### config.mk
export PLATFORM = sky130hd
export DESIGN_NAME = caf_top
export DESIGN_NICKNAME = d
export VERILOG_FILES = /design/src/common/caf_pkg.sv /design/src/design/caf_match.sv /design/src/design/caf_top.sv
export VERILOG_INCLUDE_DIRS = /design/src /design/src/common
export SDC_FILE = /design/constraint.sdc
export NUM_CORES = 1
export LEC_CHECK = 0
export ABC_AREA = 1
export BUFFER_PORTS_ARGS = -buffer_cell sky130_fd_sc_hd__buf_4
export CAP_MARGIN = 5
export CORE_MARGIN = 2
export CORE_UTILIZATION = 40
export CTS_BUF_LIST = sky130_fd_sc_hd__clkbuf_2
export DETAILED_ROUTE_END_ITERATION = 8
export GPL_TIMING_DRIVEN = 0
export PLACE_DENSITY = 0.67
export SLEW_MARGIN = 25
export SYNTH_ARGS = -nofsm -noshare
export SYNTH_HDL_FRONTEND = slang
export SYNTH_SLANG_ARGS = --single-unit
### constraint.sdc
create_clock -name pclk -period 5.4 [get_ports pclk]
set_input_delay 0.54 -clock pclk [delete_from_list [all_inputs] [get_ports pclk]]
set_output_delay 0.54 -clock pclk [all_outputs]
set_load 0.005 [all_outputs]
### src/common/caf_defs.svh
// constants for the can acceptance filter and status block
// ---------------------------------------------------------------
// ---------------------------------------------------------------
`ifndef CAF_DEFS_SVH
`define CAF_DEFS_SVH
`define CAF_OFF_TEST 12'h000
`define CAF_OFF_MISC 12'h004
`define CAF_OFF_RXERR 12'h008
`define CAF_OFF_TXERR 12'h00C
`define CAF_OFF_IDAC 12'h010
`define CAF_OFF_MODE 12'h014
`define CAF_OFF_IRQ_STAT 12'h018
`define CAF_OFF_IRQ_MASK 12'h01C
`define CAF_OFF_CODE0 12'h020
`define CAF_OFF_MASK0 12'h040
`define CAF_BIT_BUSOFF_HOLD_FLAG 0
`define CAF_BIT_BUSOFF_RECOVERY_MODE 0
`define CAF_BIT_INIT_REQUEST 1
`define CAF_BIT_SLEEP_REQUEST 2
`define CAF_IRQ_ACCEPT 0
`define CAF_IRQ_BUSOFF 1
`define CAF_IRQ_DROP 2
`define CAF_RST_BYTE 8'h00
`define CAF_ACK_DELAY 4'h3
`endif

### src/common/caf_pkg.sv
// types for the can acceptance filter and status block
package caf_pkg;
    typedef enum logic [1:0]
    {
        CAF_MODE_32 = 2'b00,
        CAF_MODE_16 = 2'b01,
        CAF_MODE_8 = 2'b10,
        CAF_MODE_CLOSED = 2'b11
    } caf_mode_t;

    typedef enum logic [1:0]
    {
        CAF_BO_ACTIVE = 2'b00,
        CAF_BO_OFF = 2'b01,
        CAF_BO_RECOVER = 2'b11
    } caf_bo_t;

    typedef struct packed
    {
        logic valid;
        logic extended;
        logic [31:0] id_bytes;
    } caf_frame_t;

    typedef struct packed
    {
        logic busoff_enter;
        logic busoff_leave;
        logic [7:0] rx_errors;
        logic [7:0] tx_errors;
    } caf_engine_t;
endpackage : caf_pkg

### src/design/caf_match.sv
// filter match over all eight code/mask bytes, lowest hit reported
`timescale 1ns/100ps
module caf_match
(
    // filter setup
    input wire logic [63:0] codes,
    input wire logic [63:0] masks,
    input wire caf_pkg::caf_mode_t mode,
    // frame under test
    input wire logic [31:0] id_bytes,
    input wire logic extended,
    // result
    output logic hit,
    output logic [2:0] hit_num
);
    import caf_pkg::*;
    logic [7:0] byte_ok;
    logic [7:0] f_ok;
    logic [7:0] half_ok;

    // per byte, per id byte position
    genvar g;
    generate
        for (g = 0; g < 8; g++)
        begin : g_byte
            logic [7:0] idb;
            logic [7:0] idh;
            // code byte n meets id byte n mod 4, id byte 0 in high bits
            assign idb = id_bytes[31 - 8 * (g % 4) -: 8];
            // mask one ignores, mask zero must match
            assign byte_ok[g] = &((~(codes[8*g +: 8] ^ idb))
                | masks[8*g +: 8]);
            // 16-bit filters always meet id bytes 0 and 1
            assign idh = id_bytes[31 - 8 * (g % 2) -: 8];
            assign half_ok[g] = &((~(codes[8*g +: 8] ^ idh))
                | masks[8*g +: 8]);
        end
    endgenerate

    always_comb
    begin
        f_ok = 8'h00;
        hit = 1'b0;
        hit_num = 3'h0;
        case (mode)
            CAF_MODE_32:
            begin
                // standard ids only see the first two bytes of a bank
                f_ok[0] = extended ? &byte_ok[3:0] : &byte_ok[1:0];
                f_ok[1] = extended ? &byte_ok[7:4] : &byte_ok[5:4];
            end
            CAF_MODE_16:
            begin
                f_ok[0] = &half_ok[1:0];
                f_ok[1] = &half_ok[3:2];
                f_ok[2] = &half_ok[5:4];
                f_ok[3] = &half_ok[7:6];
            end
            CAF_MODE_8:
                f_ok = byte_ok;
            default:
                f_ok = 8'h00;
        endcase
        // scan downward so the lowest match wins
        for (int i = 7; i >= 0; i--)
        begin
            if (f_ok[i])
            begin
                hit = 1'b1;
                hit_num = 3'(i);
            end
        end
    end
endmodule : caf_match

### src/design/caf_top.sv
// can acceptance filter, bus-off hold and error counter windows
`timescale 1ns/100ps
`include "caf_defs.svh"
module caf_top
(
    // apb slave
    input wire logic pclk,
    input wire logic presetn,
    input wire logic psel,
    input wire logic penable,
    input wire logic pwrite,
    input wire logic [11:0] paddr,
    input wire logic [31:0] pwdata,
    output logic [31:0] prdata,
    output logic pready,
    output logic pslverr,
    // protocol engine side
    input wire caf_pkg::caf_frame_t rx_frame,
    input wire caf_pkg::caf_engine_t engine,
    input wire logic special_mode,
    output logic recovery_request,
    output logic busoff_held,
    // receive handoff
    output logic frame_accepted,
    output logic [31:0] fg_id_bytes,
    output logic [2:0] filter_hit_indicator,
    // interrupt
    output logic irq
);
    import caf_pkg::*;

    // ---------------------------------------------------------------
    // state
    // ---------------------------------------------------------------
    logic [63:0] codes, next_codes;
    logic [63:0] masks, next_masks;
    caf_mode_t mode, next_mode;
    // hit indicator only moves together with the foreground buffer
    logic [2:0] hit_ind, next_hit_ind;
    logic [7:0] test_reg, next_test_reg;
    logic busoff_recovery_mode, next_busoff_recovery_mode;
    logic init_request, next_init_request;
    logic sleep_request, next_sleep_request;
    logic init_acknowledge, next_init_acknowledge;
    logic sleep_acknowledge, next_sleep_acknowledge;
    logic [3:0] ack_cnt, next_ack_cnt;
    caf_bo_t bo_state, next_bo_state;
    logic busoff_hold_flag, next_busoff_hold_flag;
    logic [2:0] irq_stat, next_irq_stat;
    logic [2:0] irq_mask, next_irq_mask;
    logic [31:0] bg_id, next_bg_id;
    logic bg_ext, next_bg_ext;
    logic bg_full, next_bg_full;
    logic [31:0] fg_id, next_fg_id;
    logic acc_pulse, next_acc_pulse;
    logic [31:0] rdata, next_rdata;
    // special mode strap passes three flops, change counted on agreement
    logic [2:0] spec_sync;
    logic spec_q, next_spec_q;

    logic wr_en, rd_en, init_mode, sleep_mode;
    logic m_hit;
    logic [2:0] m_num;

    assign wr_en = psel & penable & pwrite;
    // read data latched in setup so it stands through the access phase
    assign rd_en = psel & ~penable & ~pwrite;
    assign init_mode = init_request & init_acknowledge;
    assign sleep_mode = sleep_request & sleep_acknowledge;
    // zero wait states: every access phase lasts one cycle
    assign pready = 1'b1;
    assign pslverr = 1'b0;

    caf_match u_match
    (
        .codes(codes),
        .masks(masks),
        .mode(mode),
        .id_bytes(bg_id),
        .extended(bg_ext),
        .hit(m_hit),
        .hit_num(m_num)
    );

    // ---------------------------------------------------------------
    // mode handshake: acknowledge follows request after a short delay
    // ---------------------------------------------------------------
    always_comb
    begin
        next_ack_cnt = ack_cnt;
        next_init_acknowledge = init_acknowledge;
        next_sleep_acknowledge = sleep_acknowledge;
        // sleep and init share one timer; both acks move together
        if ((init_request != init_acknowledge)
            || (sleep_request != sleep_acknowledge))
        begin
            if (ack_cnt == `CAF_ACK_DELAY)
            begin
                next_ack_cnt = 4'h0;
                next_init_acknowledge = init_request;
                next_sleep_acknowledge = sleep_request;
            end
            else
                next_ack_cnt = ack_cnt + 4'h1;
        end
        else
            next_ack_cnt = 4'h0;
    end

    // ---------------------------------------------------------------
    // register writes
    // ---------------------------------------------------------------
    always_comb
    begin
        next_codes = codes;
        next_masks = masks;
        next_mode = mode;
        next_test_reg = test_reg;
        next_busoff_recovery_mode = busoff_recovery_mode;
        next_init_request = init_request;
        next_sleep_request = sleep_request;
        next_irq_mask = irq_mask;
        next_spec_q = (spec_sync[1] == spec_sync[2]) ? spec_sync[2] : spec_q;
        if (wr_en)
        begin
            case (paddr)
                `CAF_OFF_TEST:
                    // only the synchronised strap opens the test register
                    if (spec_q)
                        next_test_reg = pwdata[7:0];
                `CAF_OFF_MODE:
                begin
                    // no guard: software may leave init mode at any time
                    next_busoff_recovery_mode = pwdata[`CAF_BIT_BUSOFF_RECOVERY_MODE];
                    next_init_request = pwdata[`CAF_BIT_INIT_REQUEST];
                    next_sleep_request = pwdata[`CAF_BIT_SLEEP_REQUEST];
                end
                `CAF_OFF_IDAC:
                    if (init_mode)
                        next_mode = caf_mode_t'(pwdata[5:4]);
                `CAF_OFF_IRQ_MASK:
                    next_irq_mask = pwdata[2:0];
                default:
                    if (init_mode && paddr[11:6] == 6'h00
                        && paddr[1:0] == 2'b00 && paddr[5])
                    begin
                        // codes at 0x20..0x3C, masks at 0x40..0x5C
                        next_codes[8*paddr[4:2] +: 8] = pwdata[7:0];
                    end
                    else if (init_mode && paddr[11:5] == 7'h02
                        && paddr[1:0] == 2'b00)
                    begin
                        next_masks[8*paddr[4:2] +: 8] = pwdata[7:0];
                    end
            endcase
        end
    end

    // ---------------------------------------------------------------
    // bus-off hold and interrupt status
    // ---------------------------------------------------------------
    always_comb
    begin
        next_bo_state = bo_state;
        next_busoff_hold_flag = busoff_hold_flag;
        next_irq_stat = irq_stat;
        recovery_request = 1'b0;
        case (bo_state)
            CAF_BO_ACTIVE:
                if (engine.busoff_enter)
                begin
                    next_bo_state = CAF_BO_OFF;
                    // recovery mode clear: flag stays zero, leave is automatic
                    next_busoff_hold_flag = busoff_recovery_mode;
                end
            CAF_BO_OFF:
                if (busoff_hold_flag && wr_en && paddr == `CAF_OFF_MISC
                    && pwdata[`CAF_BIT_BUSOFF_HOLD_FLAG])
                begin
                    next_busoff_hold_flag = 1'b0;
                    next_bo_state = CAF_BO_RECOVER;
                end
                // leave is ignored while the flag still holds bus-off
                else if (engine.busoff_leave && !busoff_hold_flag)
                    next_bo_state = CAF_BO_ACTIVE;
            CAF_BO_RECOVER:
            begin
                // held high until engine leaves bus-off
                recovery_request = 1'b1;
                if (engine.busoff_leave)
                    next_bo_state = CAF_BO_ACTIVE;
            end
            default:
                next_bo_state = CAF_BO_ACTIVE;
        endcase
        // write one clears, a same-cycle event wins
        if (wr_en && paddr == `CAF_OFF_IRQ_STAT)
            next_irq_stat = irq_stat & ~pwdata[2:0];
        if (next_acc_pulse)
            next_irq_stat[`CAF_IRQ_ACCEPT] = 1'b1;
        if (bg_full && !m_hit)
            next_irq_stat[`CAF_IRQ_DROP] = 1'b1;
        if (engine.busoff_enter && bo_state == CAF_BO_ACTIVE)
            next_irq_stat[`CAF_IRQ_BUSOFF] = 1'b1;
    end

    // ---------------------------------------------------------------
    // receive path: background buffer, filter, foreground handoff
    // ---------------------------------------------------------------
    always_comb
    begin
        next_bg_id = bg_id;
        next_bg_ext = bg_ext;
        next_bg_full = 1'b0;
        next_fg_id = fg_id;
        next_hit_ind = hit_ind;
        next_acc_pulse = 1'b0;
        // every frame lands in background; a later one overwrites
        // frames one cycle apart are each filtered before the next overwrites
        if (rx_frame.valid)
        begin
            next_bg_id = rx_frame.id_bytes;
            next_bg_ext = rx_frame.extended;
            next_bg_full = 1'b1;
        end
        // closed mode never hits, so foreground never reloads
        if (bg_full && m_hit)
        begin
            next_fg_id = bg_id;
            next_hit_ind = m_num;
            next_acc_pulse = 1'b1;
        end
    end

    // ---------------------------------------------------------------
    // read mux
    // ---------------------------------------------------------------
    always_comb
    begin
        next_rdata = 32'h0000_0000;
        if (rd_en)
        begin
            case (paddr)
                `CAF_OFF_TEST:
                    next_rdata[7:0] = spec_q ? test_reg : 8'h00;
                `CAF_OFF_MISC:
                    next_rdata[`CAF_BIT_BUSOFF_HOLD_FLAG] = busoff_hold_flag;
                `CAF_OFF_RXERR:
                    if (init_mode || sleep_mode)
                        next_rdata[7:0] = engine.rx_errors;
                `CAF_OFF_TXERR:
                    if (init_mode || sleep_mode)
                        next_rdata[7:0] = engine.tx_errors;
                `CAF_OFF_IDAC:
                    next_rdata[7:0] = {2'b00, mode, 1'b0, hit_ind};
                `CAF_OFF_MODE:
                    next_rdata[7:0] = {3'b000, init_acknowledge,
                        sleep_acknowledge, sleep_request, init_request,
                        busoff_recovery_mode};
                `CAF_OFF_IRQ_STAT:
                    next_rdata[2:0] = irq_stat;
                `CAF_OFF_IRQ_MASK:
                    next_rdata[2:0] = irq_mask;
                default:
                    if (paddr[11:6] == 6'h00 && paddr[5]
                        && paddr[1:0] == 2'b00)
                        next_rdata[7:0] = codes[8*paddr[4:2] +: 8];
                    else if (paddr[11:5] == 7'h02 && paddr[1:0] == 2'b00)
                        next_rdata[7:0] = masks[8*paddr[4:2] +: 8];
            endcase
        end
        else if (psel && penable)
            next_rdata = rdata;
    end

    // ---------------------------------------------------------------
    // registers
    // ---------------------------------------------------------------
    // reset starts in init mode so the filter can be set up first
    always_ff @(posedge pclk or negedge presetn)
    begin
        if (!presetn)
        begin
            codes <= 64'h0000_0000_0000_0000;
            masks <= 64'h0000_0000_0000_0000;
            mode <= CAF_MODE_32;
            hit_ind <= 3'h0;
            test_reg <= `CAF_RST_BYTE;
            busoff_recovery_mode <= 1'b0;
            init_request <= 1'b1;
            sleep_request <= 1'b0;
            init_acknowledge <= 1'b1;
            sleep_acknowledge <= 1'b0;
            ack_cnt <= 4'h0;
            bo_state <= CAF_BO_ACTIVE;
            busoff_hold_flag <= 1'b0;
            irq_stat <= 3'h0;
            irq_mask <= 3'h0;
            bg_id <= 32'h0000_0000;
            bg_ext <= 1'b0;
            bg_full <= 1'b0;
            fg_id <= 32'h0000_0000;
            acc_pulse <= 1'b0;
            rdata <= 32'h0000_0000;
            spec_sync <= 3'h0;
            spec_q <= 1'b0;
        end
        else
        begin
            codes <= next_codes;
            masks <= next_masks;
            mode <= next_mode;
            hit_ind <= next_hit_ind;
            test_reg <= next_test_reg;
            busoff_recovery_mode <= next_busoff_recovery_mode;
            init_request <= next_init_request;
            sleep_request <= next_sleep_request;
            init_acknowledge <= next_init_acknowledge;
            sleep_acknowledge <= next_sleep_acknowledge;
            ack_cnt <= next_ack_cnt;
            bo_state <= next_bo_state;
            busoff_hold_flag <= next_busoff_hold_flag;
            irq_stat <= next_irq_stat;
            irq_mask <= next_irq_mask;
            bg_id <= next_bg_id;
            bg_ext <= next_bg_ext;
            bg_full <= next_bg_full;
            fg_id <= next_fg_id;
            acc_pulse <= next_acc_pulse;
            rdata <= next_rdata;
            spec_sync <= {spec_sync[1:0], special_mode};
            spec_q <= next_spec_q;
        end
    end

    assign prdata = rdata;
    assign frame_accepted = acc_pulse;
    assign fg_id_bytes = fg_id;
    assign filter_hit_indicator = hit_ind;
    assign busoff_held = busoff_hold_flag;
    assign irq = |(irq_stat & irq_mask);
endmodule : caf_top

# ---- After elaboration in Yosys (flattened, before gate mapping)
# Index checks and enable logic that the tools add are counted.
dict set report totals {
  reg_bits 262
  in_bits 102
  wordCells 208
}
dict set report op_classes {
  addsub 2
  n_reduce_logical 56
  n_eq_ne 21
  n_bitwise 49
  mux 51
  shifts 4
}
# op n
set op_table {}
lappend op_table {{$bwmux W64} 2}
lappend op_table {{$shiftx A64 B7 Y8} 2}
lappend op_table {{$not A8 Y8} 12}
lappend op_table {{$or A8 B8 Y8} 12}
lappend op_table {{$xor A8 B8 Y8} 12}
lappend op_table {{$reduce_and A16 Y1} 4}
lappend op_table {{$reduce_and A32 Y1} 2}
lappend op_table {{$reduce_and A8 Y1} 8}
lappend op_table {{$shift A8 B34 Y64 const A} 1}
lappend op_table {{$shiftx A8 B34 Y64} 1}
lappend op_table {{$eq A12 B5 Y1 const B} 4}
lappend op_table {{$mux W8} 6}
lappend op_table {{$neg A6 Y34} 1}
lappend op_table {{$mux W32} 1}
lappend op_table {{$pmux W5 S6} 1}
lappend op_table {{$mux W3} 9}
lappend op_table {{$eq A12 B4 Y1 const B} 2}
lappend op_table {{$mux W24} 1}
lappend op_table {{$mux W1} 18}
lappend op_table {{$logic_and A1 B1 Y1} 17}
lappend op_table {{$pmux W2 S8} 1}
lappend op_table {{$reduce_and A3 Y1} 5}
lappend op_table {{$eq A12 B3 Y1 const B} 1}
lappend op_table {{$logic_not A12 Y1} 1}
lappend op_table {{other kinds (28)} 59}

# ---- Longest topological paths before layout
# Gate-level depths: netlist of the first run.
dict set report depth {
  depth_word 16
  depth_mapped 18
  mapped_depth_nobuf 16
}

# ---- By module
# Synthesis of the first run repeated with hierarchy kept, for this count alone.
dict set report hier_totals {
  cells_unflattened 2087
  hier_area_um2 14082.3
}
# module cells_per_inst area_each_um2 n_inst
set modules_own_cells {}
lappend modules_own_cells {caf_top 1565 11813.8 1}
lappend modules_own_cells {caf_match 522 2268.4 1}

# ---- Worst setup path after synthesis of the first run
# Ideal clock, no wire load.
dict set report synth_timing {
  path_type {input-to-reg}
  startpoint {input paddr[2]}
  endpoint {register masks[30]}
  path_slack_ps 2557
  stages 15
  arrival_time_ps 2726
  n_path_buf 4
  path_cell_list {inv_2 > clkbuf_1 > clkbuf_1 > ha_1 > ha_1 > clkbuf_1 > nor3_1 > inv_1 > nor2_1 > inv_1 > nor2_1 > buf_2 > nor2_1 > a21oi_1 > inv_1}
}
dict set report synth_between {
  elab_chain_cells 4
}
# item line
set synth_rtl {}
lappend synth_rtl {{start: declaration} caf_top.sv:12} ;# input wire logic [11:0] paddr,
lappend synth_rtl {{parallel branches: the longest is 4 deep, another holds $neg A6 Y34} --}
lappend synth_rtl {{end signal: assignment} caf_top.sv:311} ;# masks <= next_masks;
lappend synth_rtl {{end: declaration} caf_top.sv:36} ;# logic [63:0] masks, next_masks;
# Several ways; the timed one is not identified.
# A chain may end at the register's enable or synchronous reset.

# ---- Worst setup path after layout of the first run
dict set report layout_timing {
  startpoint {input paddr[2]}
  endpoint {register masks[43]}
}
# The elaborated chain is that of the path after synthesis.

==> flow_metrics.env, run 1 <==
export IMPL_run_status="finished clean"
export IMPL_dp_hpwl_um=42800
export IMPL_ioPinCount=175
export IMPL_floorplan_die_width_um=188
export IMPL_synth_seq_cells=238
export IMPL_grt_setup_unrepaired="no"
export IMPL_post_place_cells=2533
export IMPL_detailedRoute_firstIterationViolations=1313
export IMPL_worst_slew_slack_as_a_fraction_of_its_limit=0.255
export IMPL_grt_util_all_layers=0.305
export IMPL_postSynth_topFlopCell="sky130_fd_sc_hd__dfrtp_1"
export IMPL_post_synth_instance_area_sq_mm=0.0136
export IMPL_synth_top_cell_by_area="sky130_fd_sc_hd__dfrtp_1"
export IMPL_cp_data_required_time_ns=6.12
export IMPL_grt_first_pass_wirelength_um=80300
export IMPL_grt_antenna_before_repair=2
export IMPL_rr_endpoint="fg_id_bytes[14]"
export IMPL_setup_tns_ns=0
export IMPL_globalplace_congestion=1.04
export IMPL_post_synth_inst_count=1936
export IMPL_synth_async_sr_flop_share=1.00
export IMPL_power_per_cell_area_mw_per_mm2=229
export IMPL_post_synthesis_to_final_layout_area_growth_pct=19.5
export IMPL_fraction_of_the_yosys_area_taken_by_sequential_cells=0.438
export IMPL_hold_path_startpoint="penable"
export IMPL_path_class="input pin to flip-flop"
export IMPL_worst_pin_slew_ns=1.11
export IMPL_critical_path_top_delay_family="buffers and inverters"
export IMPL_r2r_setup_slack_ns=2.36
export IMPL_cts_repair_timing_setup_buffer_count=0
export IMPL_firstDrtPassIters=5
export IMPL_ctsLongestPathBuffers=3
export IMPL_hold_path_cells=4
export IMPL_timing_final_crit_share=0.667
export IMPL_top_regs="codes (64), masks (64)"
export IMPL_maxClockFrequency_mhz=277
export IMPL_critical_path_depth=15
export IMPL_mostFrequentLayoutCell="sky130_fd_sc_hd__nand2_1"
export IMPL_ant_nets_after_route=0
export IMPL_clock_insertion_delay_worst_skew_ns=0.92
export IMPL_place_port_buffers=123
export IMPL_worst_path_largest_cell_delay_ns=0.61
export IMPL_std_cell_rows=67
export IMPL_htree_levels=3
export IMPL_initial_core_util=0.406
export IMPL_worst_hold_path_type="input pin to flip-flop"
export IMPL_synthTopCellsByArea="sky130_fd_sc_hd__dfrtp_1 (43%), sky130_fd_sc_hd__nand2_1 (15%), sky130_fd_sc_hd__o21ai_0 (8.2%)"
export IMPL_total_wirelength_um=54500
export IMPL_post_synth_cell_area_avg_sq_um=7.03
export IMPL_cts_buffers=66
export IMPL_most_frequent_cells_in_the_layout="sky130_fd_sc_hd__nand2_1 (557), sky130_fd_sc_hd__inv_1 (282), sky130_fd_sc_hd__dfrtp_1 (236), sky130_fd_sc_hd__o21ai_0 (224), sky130_fd_sc_hd__nor2_1 (196)"
export IMPL_avgRoutedWirePerCell_um=20.3
export IMPL_cell_repeated_most_along_the_worst_path="sky130_fd_sc_hd__nand2_1"
export IMPL_die_h_um=188
export IMPL_fp_dieArea_sq_mm=0.0355
export IMPL_synth_cell_type_count=40
export IMPL_tritoncts_clock_tree="yes"
export IMPL_layout_drive_gt1_share=0.133
export IMPL_hold_viol=0
export IMPL_final_clock_skew_ns=0.0942
export IMPL_hold_end="prdata[1]"
export IMPL_crit_path_cell_trace="buf_4 -> inv_2 -> clkbuf_1 -> clkbuf_1 -> ha_1 -> nand2_1 -> nor2_1 -> nand2_1 -> nand4_1 -> nor2_1 -> nand2_1 -> inv_2 -> nand2_1 -> clkbuf_1 -> o21ai_0"
export IMPL_fin_hold_ws_ns=0.0697
export IMPL_route_detailed_drc=0
export IMPL_finalCriticalPeriod_ns=3.60
export IMPL_clkSinkCount=238
export IMPL_fin_total_pwr_mw=3.73
export IMPL_end_kind="flip-flop"
export IMPL_core_area_sq_mm=0.0335
export IMPL_setup_viol=0
export IMPL_peakVddDrop_uv=140
export IMPL_clkSlewWorstSetupHoldPaths_ns=0.09
export IMPL_r2r_start="bg_id[18]"
export IMPL_total_number_of_vias=14000
export IMPL_ys_warnings_count=0
export IMPL_synth_edff_count=0
export IMPL_final_max_slew_violation_count=0
export IMPL_layoutNonFillerInstCount=2684
export IMPL_cp_startpoint_kind="input pin"
export IMPL_cpMaxStageDelayCell="sky130_fd_sc_hd__clkbuf_1"
export IMPL_buffers_inverters_on_critical_path=6
export IMPL_grt_pass1_vias=13200
export IMPL_worstPathMaxFanout=11
export IMPL_clock_root_buffer="sky130_fd_sc_hd__clkbuf_2"
export IMPL_cap_viol_max_count=0
export IMPL_synth_top_cell_area_share=0.434
export IMPL_route_detailed_vias_per_inst=5.21
export IMPL_crit_arrival_ns=4.32
export IMPL_worst_r2r_cell_count=16
export IMPL_global_route_overflow_total=0
export IMPL_cellLeakagePower_nw=8.46
export IMPL_largest_net_degree_at_the_start_of_global_routing=87
export IMPL_number_of_nets_in_the_layout=2305
[worst min-delay path, delay by kind of cell]
kind | cells | cell delay (ns)
buf+inv | 1 | 0.09
simple gates | 3 | 0.24
[Yosys cell counts (all sizes together) (5+ instances only)]
master	n
ha	12
dfrtp	236
o221ai	8
clkbuf	52
nor3	25
nor2	198
o21ai	224
nand2	558
o211ai	15
buf	46
nand3	144
a21oi	72
nand4	5
inv	284
mux2i	21
mux2	11
[where the power goes]
part | internal (mW) | switching [mW]
Clock | 0.615 | 0.780
Sequential | 1.81 | 0.0402
Combinational | 0.167 | 0.319
[metrics by stage]
step / utilization / cell area (sq um) / setup WS, ns
finish: 0.485 / 16300 / 1.80
global route: 0.485 / 16300 / 1.67
CTS: 0.485 / 16300 / 1.84
detailed placement: 0.455 / 15300 / 0.907
global placement: 0.453 / 15200 / 0.922
floorplan: - / 13700 / 2.56
[metal layers]
| metal | vias up | share of wire | global-route usage |
|---|---|---|---|
| met4 | 0 | 0.037 | 0.120 |
| met3 | 112 | 0.076 | 0.0598 |
| met5 | - | 0 | 0 |
| li1 | 6627 | - | - |
| met2 | 597 | 0.45 | 0.485 |
| met1 | 6654 | 0.44 | 0.410 |
[cell type report]
class | count | area, sq um
Multi-Input combinational cell | 1338 | 6180
Tap cell | 448 | 561
Sequential cell | 238 | 5960
Clock buffer | 97 | 485
Buffer | 98 | 497
Clock inverter | 14 | 133
Antenna cell | 2 | 5.00
Fill cell | 3398 | 17300
Inverter | 286 | 1070
Timing Repair Buffer | 163 | 1370
[repair_timing]
| item | in CTS | in global routing |
|---|---|---|
| hold buffers | 38 | 0 |
| hold endpoints to repair | 116 | 0 |
| setup endpoints to repair | 0 | 0 |
| resized for setup | 0 | 0 |
[kinds of logic after synthesis]
group / share of synthesized area
buffers and inverters: 0.115
other: 0.000552
xor gates and xnor gates: 0.00129
and+or+nand+nor: 0.279
DFF: 0.438
muxes: 0.0245
AOI/OAI and AO/OA: 0.129
adders and majority gates: 0.0118
[worst max path at each step]
stage              from         to
6_report       paddr[2]  masks[43]
5_1_grt        paddr[2]  masks[31]
4_1_cts        paddr[2]  masks[31]
3_5_place_dp   paddr[2]  masks[31]
3_3_place_gp   paddr[2]  masks[31]
2_1_floorplan  paddr[2]  masks[30]
Note: power is estimated with default switching activity, not from simulation.
==> run 2: changes to the inputs <==
--- a/config.mk
+++ b/config.mk
@@ -14,7 +14,7 @@
 export CTS_BUF_LIST = sky130_fd_sc_hd__clkbuf_2
 export DETAILED_ROUTE_END_ITERATION = 8
 export GPL_TIMING_DRIVEN = 0
-export PLACE_DENSITY = 0.67
+export PLACE_DENSITY = 0.69
 export SLEW_MARGIN = 25
 export SYNTH_ARGS = -nofsm -noshare
 export SYNTH_HDL_FRONTEND = slang
==> constraint.sdc (replaced) <==
create_clock -name pclk -period 3.28 [get_ports pclk]
set_input_delay 0.328 -clock pclk [delete_from_list [all_inputs] [get_ports pclk]]
set_output_delay 0.328 -clock pclk [all_outputs]
set_load 0.005 [all_outputs]
==> run 2 against run 1 <==
Effect of this change: setup slack worse by 1.6 ns; final cell count up 1.0%; die area unchanged; combinational power grew 68%; clock-buffer cell count is 1 lower; global-route usage is 0.32 points lower; critical path depth up 1; total power rose by 62%; largest power group unchanged.
==> flow_metrics.env, run 2 (same netlist as run 1, synthesis figures left out) <==
export IMPL_worst_slew_slack_as_a_fraction_of_its_limit=0.304
export IMPL_initial_core_util=0.406
export IMPL_top_regs="codes (64), masks (64)"
export IMPL_grt_pass1_vias=13400
export IMPL_number_of_inserted_filler_cells_in_the_final_layout=3367
export IMPL_worst_path_largest_cell_delay_ns=0.55
export IMPL_grt_first_pass_wirelength_um=80300
export IMPL_path_class="flip-flop to flip-flop"
export IMPL_largest_net_degree_at_the_start_of_global_routing=88
export IMPL_number_of_nets_in_the_layout=2331
export IMPL_cts_buffers=66
export IMPL_floorplan_die_width_um=188
export IMPL_fp_dieArea_sq_mm=0.0355
export IMPL_post_synthesis_to_final_layout_area_growth_pct=21.3
export IMPL_clkSlewWorstSetupHoldPaths_ns=0.10
export IMPL_core_area_sq_mm=0.0335
export IMPL_final_max_slew_violation_count=0
export IMPL_cpMaxStageDelayCell="sky130_fd_sc_hd__nor2_1"
export IMPL_global_route_overflow_total=0
export IMPL_worstPathMaxFanout=10
export IMPL_timing_final_crit_share=0.943
export IMPL_total_wirelength_um=53600
export IMPL_maxClockFrequency_mhz=323
export IMPL_htree_levels=3
export IMPL_cell_repeated_most_along_the_worst_path="sky130_fd_sc_hd__nand2_1"
export IMPL_pre_cts_ws_ns=-0.618
export IMPL_detailedRoute_firstIterationViolations=1383
export IMPL_route_detailed_drc=0
export IMPL_cts_repair_timing_setup_buffer_count=0
export IMPL_std_cell_rows=67
export IMPL_setup_viol=0
export IMPL_peakVddDrop_uv=159
export IMPL_place_port_buffers=123
export IMPL_power_per_cell_area_mw_per_mm2=366
export IMPL_end_kind="flip-flop"
export IMPL_run_status="finished clean"
export IMPL_finalCriticalPeriod_ns=3.09
export IMPL_layout_drive_gt1_share=0.134
export IMPL_grt_antenna_before_repair=1
export IMPL_cp_startpoint_kind="flip-flop"
export IMPL_hold_viol=0
export IMPL_postLayoutSetupSlackWorst_ns=0.186
export IMPL_clkSinkCount=238
export IMPL_firstDrtPassIters=8
export IMPL_avgRoutedWirePerCell_um=19.8
export IMPL_buffers_inverters_on_critical_path=3
export IMPL_ioPinCount=175
export IMPL_grt_util_all_layers=0.302
export IMPL_crit_arrival_ns=3.92
export IMPL_most_frequent_cells_in_the_layout="sky130_fd_sc_hd__nand2_1 (557), sky130_fd_sc_hd__inv_1 (282), sky130_fd_sc_hd__dfrtp_1 (236), sky130_fd_sc_hd__o21ai_0 (224), sky130_fd_sc_hd__nor2_1 (195)"
export IMPL_total_number_of_vias=14200
export IMPL_multi_input_area_sq_mm=0.00617
export IMPL_ff_latch_area_sq_mm=0.00596
export IMPL_globalplace_congestion=1.02
export IMPL_fin_hold_ws_ns=0.0766
export IMPL_die_h_um=188
export IMPL_mostFrequentLayoutCell="sky130_fd_sc_hd__nand2_1"
export IMPL_tritoncts_clock_tree="yes"
export IMPL_clock_root_buffer="sky130_fd_sc_hd__clkbuf_2"
export IMPL_ant_nets_after_route=0
export IMPL_cellLeakagePower_nw=8.57
export IMPL_ctsLongestPathBuffers=3
export IMPL_cp_data_required_time_ns=4.11
export IMPL_worst_pin_slew_ns=1.04
export IMPL_cap_viol_max_count=0
export IMPL_dp_hpwl_um=42100
export IMPL_grt_setup_unrepaired="no"
export IMPL_clock_insertion_delay_worst_skew_ns=0.90
export IMPL_critical_path_top_delay_family="simple AND/OR/NAND/NOR gates"
export IMPL_crit_path_cell_trace="inv_1 -> nand2_1 -> nand3_1 -> nand2_1 -> inv_1 -> nand2_1 -> nor2_1 -> nand2_1 -> nand2_1 -> nor2_1 -> nand2_1 -> nor2_1 -> nand3_2 -> clkbuf_1 -> nand3_1 -> nand2_1"
export IMPL_final_clock_skew_ns=0.0866
export IMPL_worst_hold_path_type="input pin to flip-flop"
export IMPL_route_detailed_vias_per_inst=5.23
[run 2: changes by cell type in the layout (fill, tap and decap cells not counted), moves of 2 or more]
cell                            change
sky130_fd_sc_hd__clkinvlp_4         +3
sky130_fd_sc_hd__dlygate4sd3_1     +25
sky130_fd_sc_hd__clkinv_1           -2
sky130_fd_sc_hd__bufinv_16          -2
sky130_fd_sc_hd__clkinv_2           +4
[run 2: timing repair]
| item | CTS | global route |
|---|---|---|
| setup endpoints to repair | 0 | 7 |
| hold buffers | 64 | 0 |
| hold endpoints to repair | 241 | 0 |
| gates resized for setup | 0 | 3 |
[run 2: path summary, 6_finish.rpt]
kind / startpoint / endpoint / slack, ns / cells past startpoint
setup / recovery: bg_id[18] / fg_id_bytes[3] / 0.19 / 16
hold / removal: paddr[1] / irq_mask[1] / 0.08 / 6
setup reg to reg: bg_id[18] / fg_id_bytes[3] / 0.19 / 16
hold reg to reg: spec_sync[0] / spec_sync[1] / 0.35 / 0
max in group asynchronous: presetn / masks[40] / 1.72 / 5
min in group asynchronous: presetn / bg_id[4] / 0.42 / 3
[run 2: where the power goes]
| group | internal [mW] | switching [mW] | leakage [nW] | total [mW] |
|---|---|---|---|---|
| Clock | 0.866 | 1.32 | 0.451 | 2.18 |
| Combinational | 0.293 | 0.523 | 5.12 | 0.816 |
| Sequential | 2.98 | 0.0652 | 3.00 | 3.05 |
| Total | 4.14 | 1.90 | 8.57 | 6.04 |
[run 2: metal layers]
layer / vias up / part of all wire / routed length [um] / track usage
met5: - / 0 / 0 / 0
met4: 0 / 0.047 / 2540 / 0.145
met3: 123 / 0.075 / 4000 / 0.0499
met2: 644 / 0.45 / 24200 / 0.475
met1: 6724 / 0.43 / 22900 / 0.405
li1: 6683 / - / - / -
[run 2: layout make-up]
type / instances / area share
multi-input combinational: 1338 / 0.374
sequential: 238 / 0.361
timing repair buffer: 189 / 0.0996
inverter: 286 / 0.0650
tap: 448 / 0.0340
buffer: 98 / 0.0302
clock buffer: 96 / 0.0291
clock inverter: 17 / 0.00682
antenna: 1 / 0.000152
[run 2: tightest hold or removal path, stage by stage]
cell	delay, ns
sky130_fd_sc_hd__buf_4	0.09
sky130_fd_sc_hd__nor2_4	0.05
sky130_fd_sc_hd__nand2_1	0.08
sky130_fd_sc_hd__nor2_1	0.09
sky130_fd_sc_hd__nand2_1	0.14
sky130_fd_sc_hd__o21ai_0	0.10
[run 2: through the flow]
| stage | TNS [ns] | utilization | instances | total power, mW | cell area, sq um |
|---|---|---|---|---|---|
| after CTS | 0 | 0.492 | 2710 | 6.09 | 16500 |
| after floorplan | 0 | - | 1960 | 3.48 | 13700 |
| after global placement | -51.80 | 0.453 | 2531 | 3.82 | 15200 |
| after global routing | 0 | 0.492 | 2711 | 6.34 | 16500 |
| after detailed placement | -54.87 | 0.455 | 2533 | 3.84 | 15200 |
| final | 0 | 0.492 | 2711 | 6.04 | 16500 |
==> run 3: changes to the inputs <==
--- a/config.mk
+++ b/config.mk
@@ -14,7 +14,7 @@
 export CTS_BUF_LIST = sky130_fd_sc_hd__clkbuf_2
 export DETAILED_ROUTE_END_ITERATION = 8
 export GPL_TIMING_DRIVEN = 0
-export PLACE_DENSITY = 0.69
+export PLACE_DENSITY = 0.67
 export SLEW_MARGIN = 25
 export SYNTH_ARGS = -nofsm -noshare
 export SYNTH_HDL_FRONTEND = slang
==> constraint.sdc (replaced) <==
create_clock -name pclk -period 3.8 [get_ports pclk]
set_input_delay 0.38 -clock pclk [delete_from_list [all_inputs] [get_ports pclk]]
set_output_delay 0.38 -clock pclk [all_outputs]
set_load 0.005 [all_outputs]
==> run 3 against run 2 <==
Effect of this change: wire length up 1.9%; combinational power down 14%; sequential power down 14%; largest cell class unchanged; largest power group unchanged; highest routed layer unchanged.
==> flow_metrics.env, run 3 (same netlist as run 1, synthesis figures left out) <==
export IMPL_run_status="finished clean"
export IMPL_cellLeakagePower_nw=8.55
export IMPL_worst_slew_slack_as_a_fraction_of_its_limit=0.254
export IMPL_grt_first_pass_wirelength_um=80800
export IMPL_hold_viol=0
export IMPL_std_cell_rows=67
export IMPL_cap_viol_max_count=0
export IMPL_clock_insertion_delay_worst_skew_ns=0.91
export IMPL_die_h_um=188
export IMPL_path_class="input pin to flip-flop"
export IMPL_cp_startpoint_kind="input pin"
export IMPL_setup_viol=0
export IMPL_crit_arrival_ns=4.30
export IMPL_post_synthesis_to_final_layout_area_growth_pct=20.8
export IMPL_worst_hold_path_type="input pin to async pin"
export IMPL_cts_repair_timing_setup_buffer_count=0
export IMPL_firstDrtPassIters=6
export IMPL_mostFrequentLayoutCell="sky130_fd_sc_hd__nand2_1"
export IMPL_r2r_setup_slack_ns=0.79
export IMPL_floorplan_die_width_um=188
export IMPL_ioPinCount=175
export IMPL_core_area_sq_mm=0.0335
export IMPL_end_kind="flip-flop"
export IMPL_top_regs="codes (64), masks (64)"
export IMPL_power_per_cell_area_mw_per_mm2=323
export IMPL_dp_hpwl_um=42800
export IMPL_route_detailed_vias_per_inst=5.19
export IMPL_rr_endpoint="fg_id_bytes[14]"
export IMPL_ant_nets_after_route=0
export IMPL_final_core_util=0.490
export IMPL_grt_util_all_layers=0.306
export IMPL_ctsLongestPathBuffers=3
export IMPL_cts_buffers=66
export IMPL_most_frequent_cells_in_the_layout="sky130_fd_sc_hd__nand2_1 (557), sky130_fd_sc_hd__inv_1 (282), sky130_fd_sc_hd__dfrtp_1 (236), sky130_fd_sc_hd__o21ai_0 (224), sky130_fd_sc_hd__nor2_1 (196)"
export IMPL_final_clock_skew_ns=0.0922
export IMPL_clock_root_buffer="sky130_fd_sc_hd__clkbuf_2"
export IMPL_maxClockFrequency_mhz=280
export IMPL_globalplace_congestion=1.04
export IMPL_grt_antenna_before_repair=2
export IMPL_number_of_inserted_filler_cells_in_the_final_layout=3378
export IMPL_tritoncts_clock_tree="yes"
export IMPL_htree_levels=3
export IMPL_fin_total_pwr_mw=5.31
export IMPL_r2r_start="bg_id[16]"
export IMPL_route_detailed_drc=0
export IMPL_place_port_buffers=123
export IMPL_timing_final_crit_share=0.939
export IMPL_final_max_slew_violation_count=0
export IMPL_clkSlewWorstSetupHoldPaths_ns=0.11
export IMPL_layout_drive_gt1_share=0.132
export IMPL_ff_latch_area_sq_mm=0.00596
export IMPL_initial_core_util=0.406
export IMPL_cp_data_required_time_ns=4.53
export IMPL_clkSinkCount=238
export IMPL_worst_pin_slew_ns=1.11
export IMPL_fp_dieArea_sq_mm=0.0355
export IMPL_worst_r2r_cell_count=16
export IMPL_grt_setup_unrepaired="no"
export IMPL_total_wirelength_um=54600
export IMPL_peakVddDrop_uv=200
export IMPL_worstPathMaxFanout=11
export IMPL_post_place_cells=2533
export IMPL_largest_net_degree_at_the_start_of_global_routing=87
export IMPL_number_of_nets_in_the_layout=2324
export IMPL_global_route_overflow_total=0
export IMPL_layoutNonFillerInstCount=2703
export IMPL_avgRoutedWirePerCell_um=20.2
export IMPL_grt_pass1_vias=13300
export IMPL_multi_input_area_sq_mm=0.00618
export IMPL_detailedRoute_firstIterationViolations=1334
export IMPL_finalCriticalPeriod_ns=3.57
export IMPL_total_number_of_vias=14000
==> run 3: cell count changes in the layout (fill, tap and decap cells not counted), sizes merged <==
cell | before | now
clkinvlp | 3 | 0
clkbuf | 148 | 149
inv | 285 | 286
dlygate4sd3 | 63 | 57
clkinv | 14 | 11
diode | 1 | 2
buf | 172 | 171
bufinv | 1 | 3
==> run 3: worst max-delay path by stage <==
stage	slack, ns	cells past startpoint	startpoint	to
final	0.23	16	paddr[2]	prdata[7]
after global routing	0.20	16	paddr[2]	prdata[7]
after global placement	-0.52	16	paddr[2]	masks[31]
after detailed placement	-0.53	16	paddr[2]	masks[31]
after CTS	0.17	16	paddr[2]	prdata[7]
after floorplan	1.12	15	paddr[2]	masks[30]
==> run 3: final cells by class <==
class,count,area share
multi-input cells,1338,0.376
well taps,448,0.0341
clock buffers,97,0.0295
repair buffers,182,0.0946
inverters,286,0.0653
plain buffers,98,0.0303
flip-flops and latches,238,0.362
diodes,2,0.000304
clock inverters,14,0.00806
==> run 3: per-stage QoR <==
step	instance area (sq um)	TNS (ns)	hold WS [ns]	worst slack, ns
CTS	16400	0	0.00163	0.170
floorplan	13700	0	0.0844	1.12
global route	16400	0	0.0420	0.203
global placement	15200	-37.25	0.335	-0.518
detailed placement	15300	-33.35	0.341	-0.533
finish	16400	0	0.0678	0.231
==> run 3: report_power, final <==
group | leakage [nW] | internal (mW) | switching (mW)
registers | 3.00 | 2.57 | 0.0569
logic | 5.08 | 0.246 | 0.456
clock network | 0.470 | 0.874 | 1.10
total | 8.55 | 3.69 | 1.62
==> run 3: critical path: stages <==
cell and delay [ns]:
sky130_fd_sc_hd__buf_4 0.17, sky130_fd_sc_hd__inv_2 0.15, sky130_fd_sc_hd__clkbuf_1 0.47, sky130_fd_sc_hd__clkbuf_2 0.41, sky130_fd_sc_hd__ha_1 0.40, sky130_fd_sc_hd__nand2_1 0.17, sky130_fd_sc_hd__nor2_1 0.16, sky130_fd_sc_hd__nand2_1 0.15
sky130_fd_sc_hd__nand4_1 0.17, sky130_fd_sc_hd__nor3_1 0.07, sky130_fd_sc_hd__inv_1 0.18, sky130_fd_sc_hd__o2111ai_1 0.13, sky130_fd_sc_hd__dlygate4sd3_1 0.58, sky130_fd_sc_hd__nand3_1 0.07, sky130_fd_sc_hd__dlygate4sd3_1 0.55, sky130_fd_sc_hd__nand2_1 0.05
==> run 3: what timing repair did <==
item                                    CTS  global route
endpoints found under the hold margin   178             0
endpoints found under the setup margin    0             1
hold buffers                             57             0
resized for setup                         0             2
==> run 3: routing by layer <==
metal | share of wire | track usage
met1 | 0.43 | 0.410
met4 | 0.041 | 0.120
met5 | 0 | 0
met3 | 0.081 | 0.0602
met2 | 0.45 | 0.489
